$ cat config.mk
export PLATFORM = sky130hd
export DESIGN_NAME = mfb_mac
export DESIGN_NICKNAME = d
export VERILOG_FILES = /design/src/hdl/mfb_pkg.sv /design/src/hdl/mfb_crc.sv /design/src/hdl/mfb_delay.sv /design/src/hdl/mfb_mac.sv
export SDC_FILE = /design/constraint.sdc
export NUM_CORES = 1
export LEC_CHECK = 0
export BUFFER_PORTS_ARGS = -buffer_cell sky130_fd_sc_hd__buf_4
export CAP_MARGIN = 20
export CORE_MARGIN = 4
export CORE_UTILIZATION = 55
export DETAILED_ROUTE_END_ITERATION = 16
export GPL_ROUTABILITY_DRIVEN = 0
export PLACE_DENSITY = 0.78
export SYNTH_ARGS = -nofsm -noshare
export SYNTH_HDL_FRONTEND = slang
export SYNTH_SLANG_ARGS = --single-unit
$ cat constraint.sdc
create_clock -name clock -period 4.28 [get_ports clock]
set_clock_uncertainty 0.1 [all_clocks]
set_input_delay 0.856 -clock clock [delete_from_list [all_inputs] [get_ports clock]]
set_output_delay 0.856 -clock clock [all_outputs]
set_load 0.01 [all_outputs]
$ cat src/hdl/mfb_pkg.sv
/*
  Constants and types for the MAC build-option block.
  Assumes one 40 MHz clock with synchronous active-high reset.
*/
package mfb_pkg;

  localparam logic [7:0] MFB_PREAMBLE_BYTE = 8'h55;
  localparam logic [7:0] MFB_SFD_BYTE      = 8'hd5;
  localparam logic [31:0] MFB_CRC_POLY     = 32'h04c11db7;
  localparam logic [31:0] MFB_CRC_INIT     = 32'hffffffff;
  localparam int unsigned MFB_PRE_LEN      = 8;
  localparam int unsigned MFB_FCS_LEN      = 4;
  localparam int unsigned MFB_CNT_W        = 32;

  // register map
  localparam logic [3:0] MFB_REG_CTRL     = 4'h0;
  localparam logic [3:0] MFB_REG_STATUS   = 4'h1;
  localparam logic [3:0] MFB_REG_MASK     = 4'h2;
  localparam logic [3:0] MFB_REG_TX_FRM   = 4'h3;
  localparam logic [3:0] MFB_REG_RX_FRM   = 4'h4;
  localparam logic [3:0] MFB_REG_RX_BAD   = 4'h5;
  localparam logic [3:0] MFB_REG_BUILD    = 4'h6;
  localparam int unsigned MFB_CTRL_STRICT = 0;
  localparam logic [31:0] MFB_CTRL_RST    = 32'h0;
  localparam logic [2:0]  MFB_MASK_RST    = 3'h0;

  // event bits, shared by status and mask
  localparam int unsigned MFB_EV_TX_DONE = 0;
  localparam int unsigned MFB_EV_RX_DONE = 1;
  localparam int unsigned MFB_EV_RX_ERR  = 2;
  localparam int unsigned MFB_EV_W       = 3;

  typedef struct packed {
    logic       valid;
    logic [7:0] data;
    logic       sop;
    logic       eop;
  } mfb_byte_t;

  typedef struct packed {
    logic frame_ok;
    logic frame_bad;
    logic [15:0] octets;
  } mfb_inc_t;

endpackage

$ cat src/hdl/mfb_crc.sv
/*
  Byte-serial CRC-32 accumulator, reflected Ethernet form.
  Assumes one byte per cycle at most; restart on the frame's first byte.
*/
`timescale 1ns/10ps
module mfb_crc (
  input  wire logic        clock,
  input  wire logic        reset,
  input  wire logic        start,
  input  wire logic        en,
  input  wire logic [7:0]  data,
  output logic      [31:0] crc_q,
  output logic      [31:0] fcs
);
  function automatic logic [31:0] step(input logic [31:0] c,
                                       input logic [7:0]  d);
    logic [31:0] r;
    r = c;
    for (int i = 0; i < 8; i++) begin
      if (r[0] ^ d[i]) begin
        r = (r >> 1) ^ 32'hedb88320;
      end else begin
        r = r >> 1;
      end
    end
    return r;
  endfunction

  always_ff @(posedge clock) begin
    if (reset) begin
      crc_q <= mfb_pkg::MFB_CRC_INIT;
    end else if (en) begin
      crc_q <= step(start ? mfb_pkg::MFB_CRC_INIT : crc_q, data);
    end
  end

  // transmitted least significant byte first
  assign fcs = ~crc_q;
endmodule

$ cat src/hdl/mfb_delay.sv
/*
  Fixed pipeline delay for the receive byte stream.
  Assumes DEPTH of at least one.
*/
`timescale 1ns/10ps
module mfb_delay #(
  parameter int unsigned DEPTH = 1
) (
  input  wire logic               clock,
  input  wire logic               reset,
  input  wire mfb_pkg::mfb_byte_t in_b,
  output mfb_pkg::mfb_byte_t      out_b
);
  mfb_pkg::mfb_byte_t pipe_q [DEPTH];

  always_ff @(posedge clock) begin
    if (reset) begin
      for (int i = 0; i < DEPTH; i++) begin
        pipe_q[i] <= '0;
      end
    end else begin
      pipe_q[0] <= in_b;
      for (int i = 1; i < DEPTH; i++) begin
        pipe_q[i] <= pipe_q[i-1];
      end
    end
  end

  assign out_b = pipe_q[DEPTH-1];
endmodule

$ cat src/hdl/mfb_mac.sv
/*
  Byte-wide MAC datapath whose build options are module parameters:
  FCS insertion, preamble pass-through, end-of-packet alignment of the
  FCS error, statistics counters and strict delimiter check.
  Assumes client transmit data has no gaps inside a frame, and line
  receive bytes begin with the preamble and delimiter.
*/
// The implementer's own choices: the strobed register port and the address map.
`timescale 1ns/10ps
module mfb_mac #(
  parameter bit TX_CRC_INSERT = 1'b1,
  parameter bit FLOW_CONTROL  = 1'b0,
  parameter bit PREAMBLE_PASS = 1'b0,
  parameter bit EOP_ALIGN     = 1'b1,
  parameter bit TX_STATS      = 1'b1,
  parameter bit RX_STATS      = 1'b1,
  parameter bit STRICT_SFD    = 1'b0
) (
  input  wire logic               clock,
  input  wire logic               reset,
  input  wire logic [3:0]         reg_addr,
  input  wire logic [31:0]        reg_wdata,
  input  wire logic               reg_wr,
  input  wire logic               reg_rd,
  output logic      [31:0]        reg_rdata,
  output logic                    irq,
  input  wire mfb_pkg::mfb_byte_t tx_in,
  output logic                    tx_ready,
  output mfb_pkg::mfb_byte_t      tx_line,
  input  wire mfb_pkg::mfb_byte_t rx_line,
  output mfb_pkg::mfb_byte_t      rx_out,
  output logic                    rx_fcs_error,
  output mfb_pkg::mfb_inc_t       tx_increment,
  output mfb_pkg::mfb_inc_t       rx_increment
);
  // refuse the illegal build at elaboration
  if (FLOW_CONTROL && !TX_CRC_INSERT) begin : g_bad_build
    $error("flow control build needs fcs insertion");
  end

  // transmit side
  typedef enum {TX_IDLE, TX_PRE, TX_DATA, TX_FCS} mfb_tx_st_t;
  mfb_tx_st_t  tx_st_q;
  logic [2:0]  tx_cnt_q;
  logic [15:0] tx_len_q;
  logic [31:0] tx_fcs;
  logic        tx_take;
  logic        tx_crc_en;
  logic        tx_sop_q;
  logic [7:0]  tx_hold_q;
  logic        tx_held_q;
  logic        tx_pay;

  // pass-through: client byte stream already carries preamble
  // ready drops while the held sop byte goes out, else a byte is lost
  assign tx_ready = (tx_st_q == TX_IDLE) ||
                    (tx_st_q == TX_DATA && !tx_held_q);
  assign tx_take  = tx_in.valid && tx_ready;
  // client preamble bytes stay out of the crc
  assign tx_pay   = !PREAMBLE_PASS ||
                    tx_cnt_q == 3'(mfb_pkg::MFB_PRE_LEN - 1);
  assign tx_crc_en = (tx_st_q == TX_DATA) && (tx_held_q || tx_take) &&
                     tx_pay;

  always_ff @(posedge clock) begin
    if (reset) begin
      tx_st_q  <= TX_IDLE;
      tx_cnt_q <= 3'h0;
      tx_sop_q <= 1'b0;
    end else begin
      unique case (tx_st_q)
        TX_IDLE: begin
          if (tx_take && tx_in.sop) begin
            tx_sop_q <= 1'b1;
            tx_st_q  <= PREAMBLE_PASS ? TX_DATA : TX_PRE;
            tx_cnt_q <= 3'h0;
          end
        end
        TX_PRE: begin
          tx_cnt_q <= tx_cnt_q + 3'h1;
          if (tx_cnt_q == 3'(mfb_pkg::MFB_PRE_LEN - 1)) begin
            tx_st_q <= TX_DATA;
          end
        end
        TX_DATA: begin
          if (tx_crc_en) begin
            tx_sop_q <= 1'b0;
          end
          if (tx_take && !tx_pay) begin
            tx_cnt_q <= tx_cnt_q + 3'h1;
          end
          if (tx_take && tx_in.eop) begin
            tx_cnt_q <= 3'h0;
            tx_st_q  <= TX_CRC_INSERT ? TX_FCS : TX_IDLE;
          end
        end
        TX_FCS: begin
          tx_cnt_q <= tx_cnt_q + 3'h1;
          if (tx_cnt_q == 3'(mfb_pkg::MFB_FCS_LEN - 1)) begin
            tx_st_q <= TX_IDLE;
          end
        end
      endcase
    end
  end

  // idle-state sop byte held while the eight preamble bytes go out

  always_ff @(posedge clock) begin
    if (reset) begin
      tx_line   <= '0;
      tx_hold_q <= 8'h0;
      tx_held_q <= 1'b0;
    end else begin
      tx_line <= '0;
      if (tx_st_q == TX_IDLE && tx_take && tx_in.sop && !PREAMBLE_PASS) begin
        tx_hold_q <= tx_in.data;
        tx_held_q <= 1'b1;
      end
      unique case (tx_st_q)
        TX_IDLE: begin
          if (tx_take && tx_in.sop && PREAMBLE_PASS) begin
            tx_line <= '{valid: 1'b1, data: tx_in.data, sop: 1'b1,
                         eop: 1'b0};
          end
        end
        TX_PRE: begin
          tx_line.valid <= 1'b1;
          tx_line.sop   <= (tx_cnt_q == 3'h0);
          tx_line.data  <= (tx_cnt_q == 3'(mfb_pkg::MFB_PRE_LEN - 1)) ?
                           mfb_pkg::MFB_SFD_BYTE : mfb_pkg::MFB_PREAMBLE_BYTE;
        end
        TX_DATA: begin
          if (tx_held_q) begin
            tx_line   <= '{valid: 1'b1, data: tx_hold_q, sop: 1'b0,
                           eop: 1'b0};
            tx_held_q <= 1'b0;
          end else if (tx_take) begin
            tx_line <= '{valid: 1'b1, data: tx_in.data, sop: 1'b0,
                         eop: tx_in.eop && !TX_CRC_INSERT};
          end
        end
        TX_FCS: begin
          tx_line.valid <= 1'b1;
          tx_line.data  <= tx_fcs[8*tx_cnt_q[1:0] +: 8];
          tx_line.eop   <= (tx_cnt_q == 3'(mfb_pkg::MFB_FCS_LEN - 1));
        end
      endcase
    end
  end

  // crc covers the client payload, first byte restarts it
  mfb_crc u_tx_crc (
    .clock (clock),
    .reset (reset),
    .start (tx_sop_q),
    .en    (tx_crc_en),
    .data  (tx_held_q ? tx_hold_q : tx_in.data),
    .crc_q (),
    .fcs   (tx_fcs)
  );

  always_ff @(posedge clock) begin
    if (reset) begin
      tx_len_q     <= 16'h0;
      tx_increment <= '0;
    end else begin
      tx_increment <= '0;
      if (tx_take && tx_st_q == TX_DATA && tx_in.eop) begin
        tx_len_q              <= 16'h0;
        tx_increment.frame_ok <= 1'b1;
        tx_increment.octets   <= tx_len_q + 16'h1;
      end else if (tx_crc_en) begin
        tx_len_q <= tx_len_q + 16'h1;
      end
    end
  end

  // receive side
  logic             strict_en_q;
  logic             strict_on;
  logic [3:0]       rx_pos_q;
  logic             rx_in_frame_q;
  logic             rx_drop_q;
  logic [31:0]      rx_crc;
  logic [15:0]      rx_len_q;
  mfb_pkg::mfb_byte_t rx_data_q;
  mfb_pkg::mfb_byte_t rx_delayed;
  logic             rx_body;
  logic             rx_sfd_bad;
  logic             rx_err_now;
  logic             rx_err_late_q;

  assign strict_on  = STRICT_SFD && strict_en_q;
  assign rx_body    = rx_line.valid && rx_in_frame_q &&
                      rx_pos_q == 4'(mfb_pkg::MFB_PRE_LEN);
  assign rx_sfd_bad = rx_line.valid &&
                      rx_pos_q == 4'(mfb_pkg::MFB_PRE_LEN - 1) &&
                      rx_line.data != mfb_pkg::MFB_SFD_BYTE;

  always_ff @(posedge clock) begin
    if (reset) begin
      rx_pos_q      <= 4'h0;
      rx_in_frame_q <= 1'b0;
      rx_drop_q     <= 1'b0;
    end else if (rx_line.valid) begin
      if (rx_line.sop) begin
        rx_pos_q      <= 4'h1;
        rx_in_frame_q <= 1'b1;
        rx_drop_q     <= 1'b0;
      end else if (rx_pos_q != 4'(mfb_pkg::MFB_PRE_LEN)) begin
        rx_pos_q <= rx_pos_q + 4'h1;
        if (rx_sfd_bad && strict_on) begin
          rx_drop_q <= 1'b1;
        end
      end
      if (rx_line.eop) begin
        rx_in_frame_q <= 1'b0;
        rx_pos_q      <= 4'h0;
      end
    end
  end

  mfb_crc u_rx_crc (
    .clock (clock),
    .reset (reset),
    .start (rx_len_q == 16'h0),
    .en    (rx_body),
    .data  (rx_line.data),
    .crc_q (rx_crc),
    .fcs   ()
  );

  // residue check: crc over payload and fcs ends in the magic value
  assign rx_err_now = rx_crc != 32'hdebb20e3;

  // framed receive stream, preamble kept or stripped
  always_ff @(posedge clock) begin
    if (reset) begin
      rx_data_q <= '0;
      rx_len_q  <= 16'h0;
    end else begin
      rx_data_q <= '0;
      if (rx_line.valid && rx_in_frame_q && !rx_drop_q &&
          !(rx_sfd_bad && strict_on)
          || rx_line.valid && rx_line.sop) begin
        if (PREAMBLE_PASS || rx_body) begin
          rx_data_q       <= rx_line;
          rx_data_q.sop   <= PREAMBLE_PASS ? rx_line.sop
                                           : (rx_len_q == 16'h0);
        end
      end
      if (rx_body) begin
        rx_len_q <= rx_line.eop ? 16'h0 : rx_len_q + 16'h1;
      end
    end
  end

  // crc register settles one cycle after the last byte
  mfb_delay #(.DEPTH(1)) u_rx_align (
    .clock (clock),
    .reset (reset),
    .in_b  (rx_data_q),
    .out_b (rx_delayed)
  );

  logic        rx_eop_q;
  logic [15:0] rx_delayed_len_q;
  always_ff @(posedge clock) begin
    if (reset) begin
      rx_eop_q      <= 1'b0;
      rx_err_late_q <= 1'b0;
    end else begin
      rx_eop_q      <= rx_data_q.valid && rx_data_q.eop && !rx_drop_q;
      rx_err_late_q <= rx_eop_q && rx_err_now;
    end
  end

  assign rx_out       = EOP_ALIGN ? rx_delayed : rx_data_q;
  assign rx_fcs_error = EOP_ALIGN ? (rx_eop_q && rx_err_now)
                                  : rx_err_late_q;

  always_ff @(posedge clock) begin
    if (reset) begin
      rx_increment <= '0;
    end else begin
      rx_increment <= '0;
      if (rx_eop_q) begin
        rx_increment.frame_ok  <= !rx_err_now;
        rx_increment.frame_bad <= rx_err_now;
        rx_increment.octets    <= rx_err_now ? 16'h0 : rx_delayed_len_q;
      end
    end
  end

  always_ff @(posedge clock) begin
    if (reset) begin
      rx_delayed_len_q <= 16'h0;
    end else if (rx_body && rx_line.eop) begin
      rx_delayed_len_q <= rx_len_q + 16'h1;
    end
  end

  // counters, status and registers
  logic [31:0]        tx_frames_q;
  logic [31:0]        rx_frames_q;
  logic [31:0]        rx_bad_q;
  logic [2:0]         status_q;
  logic [2:0]         mask_q;
  logic [2:0]         events;

  if (TX_STATS) begin : g_tx_cnt
    always_ff @(posedge clock) begin
      if (reset) begin
        tx_frames_q <= 32'h0;
      end else if (tx_increment.frame_ok) begin
        tx_frames_q <= tx_frames_q + 32'h1;
      end
    end
  end else begin : g_no_tx_cnt
    assign tx_frames_q = 32'h0;
  end

  if (RX_STATS) begin : g_rx_cnt
    always_ff @(posedge clock) begin
      if (reset) begin
        rx_frames_q <= 32'h0;
        rx_bad_q    <= 32'h0;
      end else begin
        rx_frames_q <= rx_frames_q + {31'h0, rx_increment.frame_ok};
        rx_bad_q    <= rx_bad_q + {31'h0, rx_increment.frame_bad};
      end
    end
  end else begin : g_no_rx_cnt
    assign rx_frames_q = 32'h0;
    assign rx_bad_q    = 32'h0;
  end

  assign events = {rx_fcs_error, rx_increment.frame_ok || rx_fcs_error,
                   tx_increment.frame_ok};

  always_ff @(posedge clock) begin
    if (reset) begin
      strict_en_q <= 1'b0;
      mask_q      <= mfb_pkg::MFB_MASK_RST;
    end else if (reg_wr) begin
      if (reg_addr == mfb_pkg::MFB_REG_CTRL) begin
        strict_en_q <= reg_wdata[mfb_pkg::MFB_CTRL_STRICT];
      end
      if (reg_addr == mfb_pkg::MFB_REG_MASK) begin
        mask_q <= reg_wdata[2:0];
      end
    end
  end

  // set wins over the clear on read
  always_ff @(posedge clock) begin
    if (reset) begin
      status_q <= 3'h0;
    end else begin
      status_q <= ((reg_rd && reg_addr == mfb_pkg::MFB_REG_STATUS) ?
                   3'h0 : status_q) | events;
    end
  end

  assign irq = |(status_q & mask_q);

  always_ff @(posedge clock) begin
    if (reset) begin
      reg_rdata <= 32'h0;
    end else begin
      reg_rdata <= 32'h0;
      if (reg_rd) begin
        unique case (reg_addr)
          mfb_pkg::MFB_REG_CTRL:   reg_rdata <= {31'h0, strict_en_q};
          mfb_pkg::MFB_REG_STATUS: reg_rdata <= {29'h0, status_q};
          mfb_pkg::MFB_REG_MASK:   reg_rdata <= {29'h0, mask_q};
          mfb_pkg::MFB_REG_TX_FRM: reg_rdata <= tx_frames_q;
          mfb_pkg::MFB_REG_RX_FRM: reg_rdata <= rx_frames_q;
          mfb_pkg::MFB_REG_RX_BAD: reg_rdata <= rx_bad_q;
          mfb_pkg::MFB_REG_BUILD:  reg_rdata <= {25'h0, STRICT_SFD, RX_STATS,
                                     TX_STATS, EOP_ALIGN, PREAMBLE_PASS,
                                     FLOW_CONTROL, TX_CRC_INSERT};
          default:                 reg_rdata <= 32'h0;
        endcase
      end
    end
  end

  // checks
  fcs_len_a: assert property (@(posedge clock) disable iff (reset)
    (tx_st_q == TX_DATA && tx_take && tx_in.eop && TX_CRC_INSERT) |->
      ##2 tx_line.valid [*4] ##0 tx_line.eop)
    else $error("fcs not four bytes ending in eop");
  no_fcs_a: assert property (@(posedge clock) disable iff (reset)
    (tx_take && tx_st_q == TX_DATA && tx_in.eop && !TX_CRC_INSERT) |->
      ##1 tx_line.eop)
    else $error("eop not passed through");
  align_err_a: assert property (@(posedge clock) disable iff (reset)
    (EOP_ALIGN && rx_fcs_error) |-> rx_out.eop)
    else $error("fcs error not on eop");
  late_err_a: assert property (@(posedge clock) disable iff (reset)
    (!EOP_ALIGN && rx_fcs_error) |-> !rx_out.valid || !rx_out.eop)
    else $error("late fcs error on eop");
  strict_off_a: assert property (@(posedge clock) disable iff (reset)
    !STRICT_SFD |-> !rx_drop_q)
    else $error("drop without strict build");
  tx_inc_a: assert property (@(posedge clock) disable iff (reset)
    (tx_take && tx_st_q == TX_DATA && tx_in.eop) |=> tx_increment.frame_ok)
    else $error("tx increment missing");
  rx_inc_a: assert property (@(posedge clock) disable iff (reset)
    rx_eop_q |=> (rx_increment.frame_ok ^ rx_increment.frame_bad))
    else $error("rx increment missing");
  irq_level_a: assert property (@(posedge clock) disable iff (reset)
    $rose(status_q[0]) && mask_q[0] |-> irq)
    else $error("irq not raised");
endmodule

# Word level (Yosys, flattened, before mapping)
# Memory sizes are Yosys's and may differ from the RTL's.
# Index checks and enable logic that the tools add are counted.
[word_totals]
regBits = 356
mem_bits_rw = 11
inputBits = 62
mem_count = 1
[memory_table]
columns = ["name", "words", "width", "read_ports", "rd_clocked_by_memory_dff", "wr", "line_no", "text"]
rows = [
  ["u_rx_align.pipe_q", 1, 11, 1, 0, 1, "mfb_delay.sv:14", "mfb_pkg::mfb_byte_t pipe_q [DEPTH];"],
]
[op_classes]
n_addsub = 7
eq_ne = 20
shift = 1
n_mux = 81
bitwise_logic = 40
reduce_logical = 46
[ops]
columns = ["op", "count"]
rows = [
  ["2-to-1 mux 32 bit", 50],
  ["inverter 13 -> 14 bit", 16],
  ["case mux 32 bit (7 select lines)", 1],
  ["case mux 32 bit (4 select lines)", 1],
  ["adder 32 x 1 -> 32 bit", 2],
  ["== test 32 x 2 -> 1 bit, second input constant", 2],
  ["logical NOT 32 bit", 2],
  ["2-to-1 mux 11 bit", 3],
  ["adder 16 x 1 -> 16 bit, second input constant", 2],
  ["adder 32 x 1 -> 32 bit, second input constant", 1],
  ["== test 32 x 1 -> 1 bit, second input constant", 1],
  ["== test 32 x 3 -> 1 bit, second input constant", 1],
  ["inequality test 32 bit, second input constant", 1],
  ["inverter 32 bit", 1],
  ["variable part select 32 x 6 -> 8 bit", 1],
  ["case mux 9 bit (3 select lines)", 1],
  ["logical AND 1 bit", 16],
  ["logical NOT 16 bit", 1],
  ["2-to-1 mux 16 bit", 1],
  ["2-to-1 mux 8 bit", 2],
  ["bitwise XOR 1 bit", 16],
  ["== test 4 x 3 -> 1 bit, second input constant", 3],
  ["2-to-1 mux 1 bit", 12],
  ["2-to-1 mux 4 bit", 3],
  ["27 further kinds", 55],
]

# Depth between registers and ports, before layout
# Gate-level depths: netlist of the first run.
[depth]
ltp_word = 34
depth_mapped = 11

# Cells and area by module
# Synthesis of the first run repeated with hierarchy kept, for this count alone.
[unflattened]
hier_cells = 1940
area_unflattened_um2 = 16733.5
[modules_own_cells]
columns = ["module", "instances", "cells_each", "area_each_um2"]
rows = [
  ["mfb_mac", 1, 1299, 11583.6],
  ["mfb_crc", 2, 309, 2406.1],
  ["mfb_delay", 1, 23, 337.8],
]

# Least setup slack after synthesis of the first run
# Ideal clock, no wire load.
[synth_path]
path_kind = "input to register"
start = "input rx_line[3] in the netlist's numbering"
end = "register u_rx_crc.crc_q[26]"
setup_ps = 136
arrival_ps = 2345
required_time_ps = 4044
setup_slack_ps = 1699
stages = 6
path_buffers = 1
path_cell_list = "buf_1 xnor2_1 xnor2_4 xnor3_1 xnor2_1 a21oi_1"
[synth_between]
elab_chain_len = 21
[synth_rtl]
columns = ["element", "line_no", "text"]
rows = [
  ["start: declaration", "mfb_mac.sv:30", "input wire mfb_pkg::mfb_byte_t rx_line,"],
  ["bitwise XOR 1 bit", "mfb_crc.sv:20", "if (r[0] ^ d[i]) begin"],
  ["2-to-1 mux 32 bit", "mfb_crc.sv:20", ""],
  ["2-to-1 mux 32 bit", "mfb_crc.sv:32", "end else if (en) begin"],
  ["2-to-1 mux 32 bit", "mfb_crc.sv:30", "if (reset) begin"],
  ["2-to-1 mux 32 bit", "mfb_crc.sv:20", ""],
  ["2-to-1 mux 32 bit", "mfb_crc.sv:32", ""],
  ["2-to-1 mux 32 bit", "mfb_crc.sv:30", ""],
  ["2-to-1 mux 32 bit", "mfb_crc.sv:20", ""],
  ["[... 5 more ...]", "-", ""],
  ["2-to-1 mux 32 bit", "mfb_crc.sv:20", ""],
  ["2-to-1 mux 32 bit", "mfb_crc.sv:32", ""],
  ["2-to-1 mux 32 bit", "mfb_crc.sv:30", ""],
  ["2-to-1 mux 32 bit", "mfb_crc.sv:20", ""],
  ["2-to-1 mux 32 bit", "mfb_crc.sv:32", ""],
  ["2-to-1 mux 32 bit", "mfb_crc.sv:30", ""],
  ["bitwise XOR 1 bit", "mfb_crc.sv:20", ""],
  ["2-to-1 mux 32 bit", "mfb_crc.sv:20", ""],
  ["end signal: assignment", "mfb_crc.sv:31", "crc_q <= mfb_pkg::MFB_CRC_INIT;"],
  ["end signal: assignment", "mfb_crc.sv:33", "crc_q <= step(start ? mfb_pkg::MFB_CRC_INIT : crc_q, data);"],
  ["end: declaration", "mfb_crc.sv:12", "output logic [31:0] crc_q,"],
]
# No other way between the ends. The select of a mux whose other input is x is not followed.
# A chain may end at the register's enable or synchronous reset.

# Worst setup path after layout of the first run
[layout_path]
start = "register rx_len_q[0]"
end = "register u_rx_crc.crc_q[25]"
[layout_between]
elab_chain_len = 29
word_cells_on_any_way = 35
classes_between = "mux (23); bitwise (11); reduce/logical (1)"
[layout_rtl]
columns = ["element", "line_no", "text"]
rows = [
  ["start: declaration", "mfb_mac.sv:186", "logic [15:0] rx_len_q;"],
  ["start signal: assignment", "mfb_mac.sv:254", "rx_len_q <= rx_line.eop ? 16'h0 : rx_len_q + 16'h1;"],
  ["logical NOT 16 bit *", "mfb_mac.sv:227", ".start (rx_len_q == 16'h0),"],
  ["2-to-1 mux 32 bit *", "mfb_crc.sv:33", ""],
  ["2-to-1 mux 32 bit *", "mfb_crc.sv:20", ""],
  ["2-to-1 mux 32 bit *", "mfb_crc.sv:32", ""],
  ["2-to-1 mux 32 bit *", "mfb_crc.sv:30", ""],
  ["bitwise XOR 1 bit", "mfb_crc.sv:20", ""],
  ["2-to-1 mux 32 bit *", "mfb_crc.sv:20", ""],
  ["2-to-1 mux 32 bit *", "mfb_crc.sv:32", ""],
  ["[... 13 more ...]", "-", ""],
  ["2-to-1 mux 32 bit *", "mfb_crc.sv:20", ""],
  ["2-to-1 mux 32 bit *", "mfb_crc.sv:32", ""],
  ["2-to-1 mux 32 bit *", "mfb_crc.sv:30", ""],
  ["inverter 13 -> 14 bit (no line)", "-", ""],
  ["2-to-1 mux 32 bit *", "mfb_crc.sv:20", ""],
  ["2-to-1 mux 32 bit *", "mfb_crc.sv:32", ""],
  ["2-to-1 mux 32 bit *", "mfb_crc.sv:30", ""],
  ["2-to-1 mux 32 bit *", "mfb_crc.sv:20", ""],
]
# Mark *: on every way between the ends. The rest lies on a longest branch, timed or not. The select of a mux whose other input is x is not followed.

==> run_results.csv, run 1 <==
group,metric,value,unit
outcome,status,"completed",
timing,fmax,302.8,MHz
clock_tree,clockBufferDepth,3,
timing,tightestPinTransition,1.105,ns
yosys,yosys_warnings,0,
yosys,yosysTopAreaCellShare,43.70,%
die,dieHeight,175.3,microns
die,core,0.02725,sq mm
timing,rsz0062_at_grt,"no",
routing,wl_per_cell,16.20,microns
critical_path,cp-end-kind,"flip-flop",
critical_path,crit_type,"flip-flop to flip-flop",
die,initial_utilization,56.49,%
routing,vias,12340,
job,drv_cap,0,
clock_tree,postCtsResizedCells,0,
yosys,synth-edff-count,0,
placement,pre_cts_ws,1.011,ns
global_route,antenna_found_initial,0,
clock_tree,cts_made_buffers,37,
clock_tree,clk_latency,0.53,ns
yosys,ys_top_cells_by_area,"dfxtp_1 44%, xnor2_1 9.2%, nor2_1 6.6%",
cells_and_area,drive_gt1_share,13.31,%
clock_tree,clock_tree.root_cell,"clkbuf_16",
global_route,grt_pass1_wl,59.00,mm
die,rows,60,
clock_tree,clkTransAtPathRegs,0.06,ns
cells_and_area,syn2layout_area_growth,14.92,%
global_route,grt_pass1_vias,11910,
yosys,ys_seq_elements,336,
yosys,synthCells,1717,
timing,fin_tns_setup,0,ns
clock_tree,hold_buffers,0,
timing,hold_viol,0,
timing,finalCritPeriodShare,77.17,%
placement,portBuffers,124,
routing,wl,35.37,mm
die,die_area,0.03073,sq mm
clock_tree,post_cts_buffers,0,
die,pin_count,155,
clock_tree,cts_tree,"yes",
routing,drt_first_pass_iters,7,
cells_and_area,nNetsFinal,1870,
placement,dpl.hpwl,24.39,mm
routing,drc,0,
timing,slew_viol_final,0,
yosys,synth_flop_cell,"dfxtp_1",
clock_tree,clock_sinks,336,
timing,finalSetupViolCount,0,
routing,via_per_inst,5.655,
yosys,synth.most_common_cell,"dfxtp_1",
cells_and_area,diodes,0,
clock_tree,htreeDepth,2,
yosys,async_flop_share,0,%
timing,holdWs,0.3354,ns
pwr,ir_worst_vdd,0.0004095,V
timing,fin_crit,3.303,ns
critical_path,worstPathRequired,4.56,ns
yosys,syn_nets,1798,
timing,fin_ws,0.9770,ns
global_route,grt-ovfl-total,0,
yosys,synth_top_area_cell,"dfxtp_1",
global_route,grt.total_usage,22.65,%
die,die_x,175.3,microns
routing,drtIter0Drc,1097,
hold_path,hold_class,"flip-flop to flip-flop",
routing,ant_nets,0,
global_route,grt_max_degree,86,
yosys,syn_avg_cell_area,8.965,sq um
critical_path,cp-start-kind,"flip-flop",
critical_path,crit_arrival,3.58,ns
pwr,cellLeakagePower,6.686,nW
yosys,synth_seq_area_share,43.70,%
timing,maxSlewHeadroom,26.33,%
yosys,yosysUniqueCellTypes,60,
critical_path,cp_max_fo,23,
pwr,p_per_area,457.2,mW/mm^2
yosys,syn_area,0.01539,sq mm
yosys,synth_commonest_cells,"336 x dfxtp_1, 271 x nor2_1, 162 x xnor2_1",
-- kinds of logic (layout without fill, tap and decap cells) --
kind of cell | Yosys count | count (layout) | synth area share (%)
and+or+nand+nor | 680 | 680 | 21.00
xor gates and xnor gates | 272 | 272 | 17.01
adders and majority gates | 19 | 19 | 1.544
DFF | 336 | 336 | 43.70
other | 1 | 1 | 0.02436
AOI/OAI and AO/OA | 252 | 252 | 11.15
buffers and inverters | 134 | 228 | 3.373
muxes | 23 | 23 | 2.195
-- metal layers --
layer	part of all wire, %	track usage (%)	up-vias	wire [microns]
li1	-	-	6041	-
met1	44	30.05	5843	15440
met2	48	38.14	393	16880
met3	6.1	3.379	67	2160
met4	2.5	7.430	0	896
met5	0	0	-	0
-- critical path, cell delays in order, from the launching register on --
cell and delay [ns]:
dfxtp_1 0.37, inv_1 0.10, ha_1 0.15, nor4b_4 0.50, and4_1 0.54, buf_4 0.33
nor2_1 0.10, xnor2_1 0.41, xnor3_1 0.41, nand2_1 0.08, nand3_1 0.07
-- stage by stage --
stage	total power [mW]	cell area, sq um	cells	util [%]
3_3_place_gp	5.038	16520	2122	60.61
3_5_place_dp	5.083	16520	2122	60.61
2_1_floorplan	4.728	15390	1717	-
5_1_grt	8.449	17690	2183	64.91
6_report	8.087	17690	2183	64.91
4_1_cts	8.152	17690	2183	64.91
-- cells in the final DEF, fill, tap and decap left out, types with 32 or more instances in the layout --
master and n:
o211ai_1 51, xnor2_1 162, dfxtp_1 336, nand3_1 57, and3_1 43, o21ai_0 41, xor2_1 90, nor3_1 32
nand2_1 140, nor2_1 271, clkbuf_16 38, a21oi_1 69, buf_4 139
-- final cells by class --
class	count	area, sq um
fillers	2200	9562
multi-input cells	1247	8169
flip-flops and latches	336	6726
repair buffers	140	1055
clock buffers	47	1015
well taps	372	465.4
clock inverters	14	157.7
inverters	27	101.3
-- report_power, final --
part	leakage, nW	switching, mW	total (mW)	internal, mW
Clock	0.570	1.24	3.05	1.81
Combinational	3.40	0.917	1.67	0.750
Sequential	2.71	0.127	3.37	3.25
Total	6.69	2.29	8.09	5.80
-- path summary, 6_finish.rpt --
check               startpoint                 endpoint  slack (ns)  depth (start not counted)
setup / recovery   rx_len_q[0]       u_rx_crc.crc_q[25]        0.98                         10
hold / removal    rx_data_q[2]  u_rx_align.pipe_q[0][2]        0.34                          1
setup reg to reg   rx_len_q[0]       u_rx_crc.crc_q[25]        0.98                         10
hold reg to reg   rx_data_q[2]  u_rx_align.pipe_q[0][2]        0.34                          1
-- sequential cells by signal, summed over array words and instances (netlist names), 11 cells and up --
register	flops
reg_rdata	32
rx_bad_q	32
rx_data_q	11
rx_delayed_len_q	16
rx_frames_q	32
rx_increment	18
rx_len_q	16
tx_frames_q	32
tx_increment	17
tx_len_q	16
tx_line	11
u_rx_align.pipe_q	11
u_rx_crc.crc_q	32
u_tx_crc.crc_q	32
No activity file was read; power rests on OpenSTA's default activity.
==> run 2, diff against run 1 <==
==> constraint.sdc (replaced) <==
create_clock -name clock -period 3.4 [get_ports clock]
set_clock_uncertainty 0.1 [all_clocks]
set_input_delay 0.68 -clock clock [delete_from_list [all_inputs] [get_ports clock]]
set_output_delay 0.68 -clock clock [all_outputs]
set_load 0.01 [all_outputs]
==> run 2 against run 1 <==
Against the previous run:
- cell area is 0.57% higher
- non-clock buffer count rose by 7
- critical path depth decreased by 4
- clock power up 28%
- global-route usage increased by 0.41 points
- sequential share of layout area fell by 0.21 points
- wire length is 1.7% higher
- sequential cell count did not move
- critical path type is now flip-flop to primary output
- critical endpoint is now rx_fcs_error
==> run_results.csv, run 2 (synthesis results as in run 1) <==
group,metric,value,unit
die,core,0.02725,sq mm
cells_and_area,final_common_cell,"dfxtp_1",
cells_and_area,syn2layout_area_growth,15.57,%
pwr,p_sw,2.901,mW
die,rows,60,
placement,pre_cts_ws,0.4967,ns
global_route,grt_max_degree,77,
clock_tree,clk_latency,0.53,ns
pwr,p_clk_share,38.1,%
pwr,swShare,28.24,%
clock_tree,post_cts_buffers,0,
timing,maxSlewHeadroom,46.21,%
timing,tightestPinTransition,0.7995,ns
timing,fin_tns_setup,0,ns
routing,wl,35.97,mm
clock_tree,cts_made_buffers,36,
global_route,grt-ovfl-total,0,
critical_path,crit_arrival,2.17,ns
routing,met1Wirelength,15.16,mm
global_route,grt.total_usage,23.06,%
pwr,p_per_area,577.4,mW/mm^2
timing,holdWs,0.3122,ns
pwr,combPwrFrac,20.7,%
critical_path,worstPathRequired,2.62,ns
routing,drtIter0Drc,1228,
cells_and_area,diodes,0,
timing,fmax,338.6,MHz
job,drv_cap,0,
routing,via_per_inst,5.704,
critical_path,cp-start-kind,"flip-flop",
cells_and_area,final_util,65.28,%
global_route,grt_pass1_vias,12150,
global_route,grt_pass1_wl,60.06,mm
timing,fin_ws,0.4470,ns
critical_path,cp-end-kind,"primary output",
clock_tree,clockBufferDepth,3,
critical_path,ff2ff_setup_slack,0.47,ns
die,initial_utilization,56.49,%
routing,dr_wl_met2,17.34,mm
die,die_area,0.03073,sq mm
cells_and_area,drive_gt1_share,13.84,%
outcome,status,"completed",
clock_tree,hold_buffers,0,
timing,hold_viol,0,
clock_tree,clock_sinks,336,
hold_path,hold_depth,3,
timing,slew_viol_final,0,
cells_and_area,nNetsFinal,1876,
cells_and_area,layout_common_cells,"336 x dfxtp_1, 271 x nor2_1, 162 x xnor2_1",
routing,route.met3.wl,2.466,mm
routing,ant_nets,0,
pwr,cellLeakagePower,6.755,nW
timing,finalSetupViolCount,0,
timing,rsz0062_at_grt,"no",
routing,wl_per_cell,16.40,microns
critical_path,crit_type,"flip-flop to primary output",
pwr,ir_worst_vdd,0.0004700,V
cells_and_area,instances_no_fill,2193,
die,die_x,175.3,microns
clock_tree,postCtsResizedCells,0,
critical_path,reg2reg_depth,9,
hold_path,hold_class,"primary input to flip-flop",
die,pin_count,155,
critical_path,cp_max_fo,6,
routing,highest_layer,"met4",
clock_tree,htreeDepth,2,
clock_tree,cts_tree,"yes",
routing,drt_first_pass_iters,6,
pwr,power_frac_seq,41.3,%
routing,vias,12510,
timing,finalCritPeriodShare,86.85,%
placement,dpl.cell_count,2129,
timing,fin_crit,2.953,ns
pwr,internal_power,7.371,mW
placement,portBuffers,124,
die,dieHeight,175.3,microns
clock_tree,clock_tree.root_cell,"clkbuf_16",
placement,dpl.hpwl,24.46,mm
routing,drc,0,
global_route,antenna_found_initial,0,
clock_tree,clkTransAtPathRegs,0.06,ns
run 2: changes by cell type in the layout (fill, tap and decap cells not counted), sizes merged:
cell	before	now
clkinvlp	3	1
inv	28	29
clkinv	8	11
bufinv	2	3
buf	140	147
run 2: per-layer routing:
| metal | GRT usage [%] | vias up |
|---|---|---|
| met5 | 0 | - |
| met4 | 7.954 | 0 |
| met3 | 4.111 | 87 |
| met2 | 39.51 | 479 |
| met1 | 29.45 | 5890 |
| li1 | - | 6052 |
run 2: power by group through the flow:
stage               registers [mW]  logic, mW  clock network (mW)
floorplan                     4.26       1.70                   0
global placement              4.31       2.05                   0
detailed placement            4.32       2.09                   0
CTS                           4.24       2.13                3.98
global route                  4.26       2.33                4.17
finish                        4.24       2.13                3.91
run 2: final cells by class:
cell class | count | area (sq um)
Clock buffer | 47 | 1002
Clock inverter | 17 | 192.7
Fill cell | 2186 | 9462
Inverter | 27 | 101.3
Multi-Input combinational cell | 1247 | 8169
Sequential cell | 336 | 6726
Tap cell | 372 | 465.4
Timing Repair Buffer | 147 | 1132
run 2: path summary, 6_finish.rpt:
path | from | end
worst min register to register | rx_data_q[8] | u_rx_align.pipe_q[0][8]
worst min-delay path | tx_in[4] | tx_hold_q[2]
worst max register to register | rx_len_q[0] | u_rx_crc.crc_q[20]
worst max-delay path | u_rx_crc.crc_q[0] | rx_fcs_error
run 2: critical path, cell delays in order, from the launching register on:
cell and delay (ns):
dfxtp_1 0.51, nand4b_1 0.19, nor4_1 0.31, nand4_1 0.21, nand2_1 0.22, inv_1 0.07
buf_4 0.14
run 2: stage by stage:
stage / power [mW] / cell area, sq um
finish: 10.27 / 17790
global route: 10.76 / 17790
CTS: 10.34 / 17790
detailed placement: 6.409 / 16590
global placement: 6.358 / 16590
floorplan: 5.951 / 15390
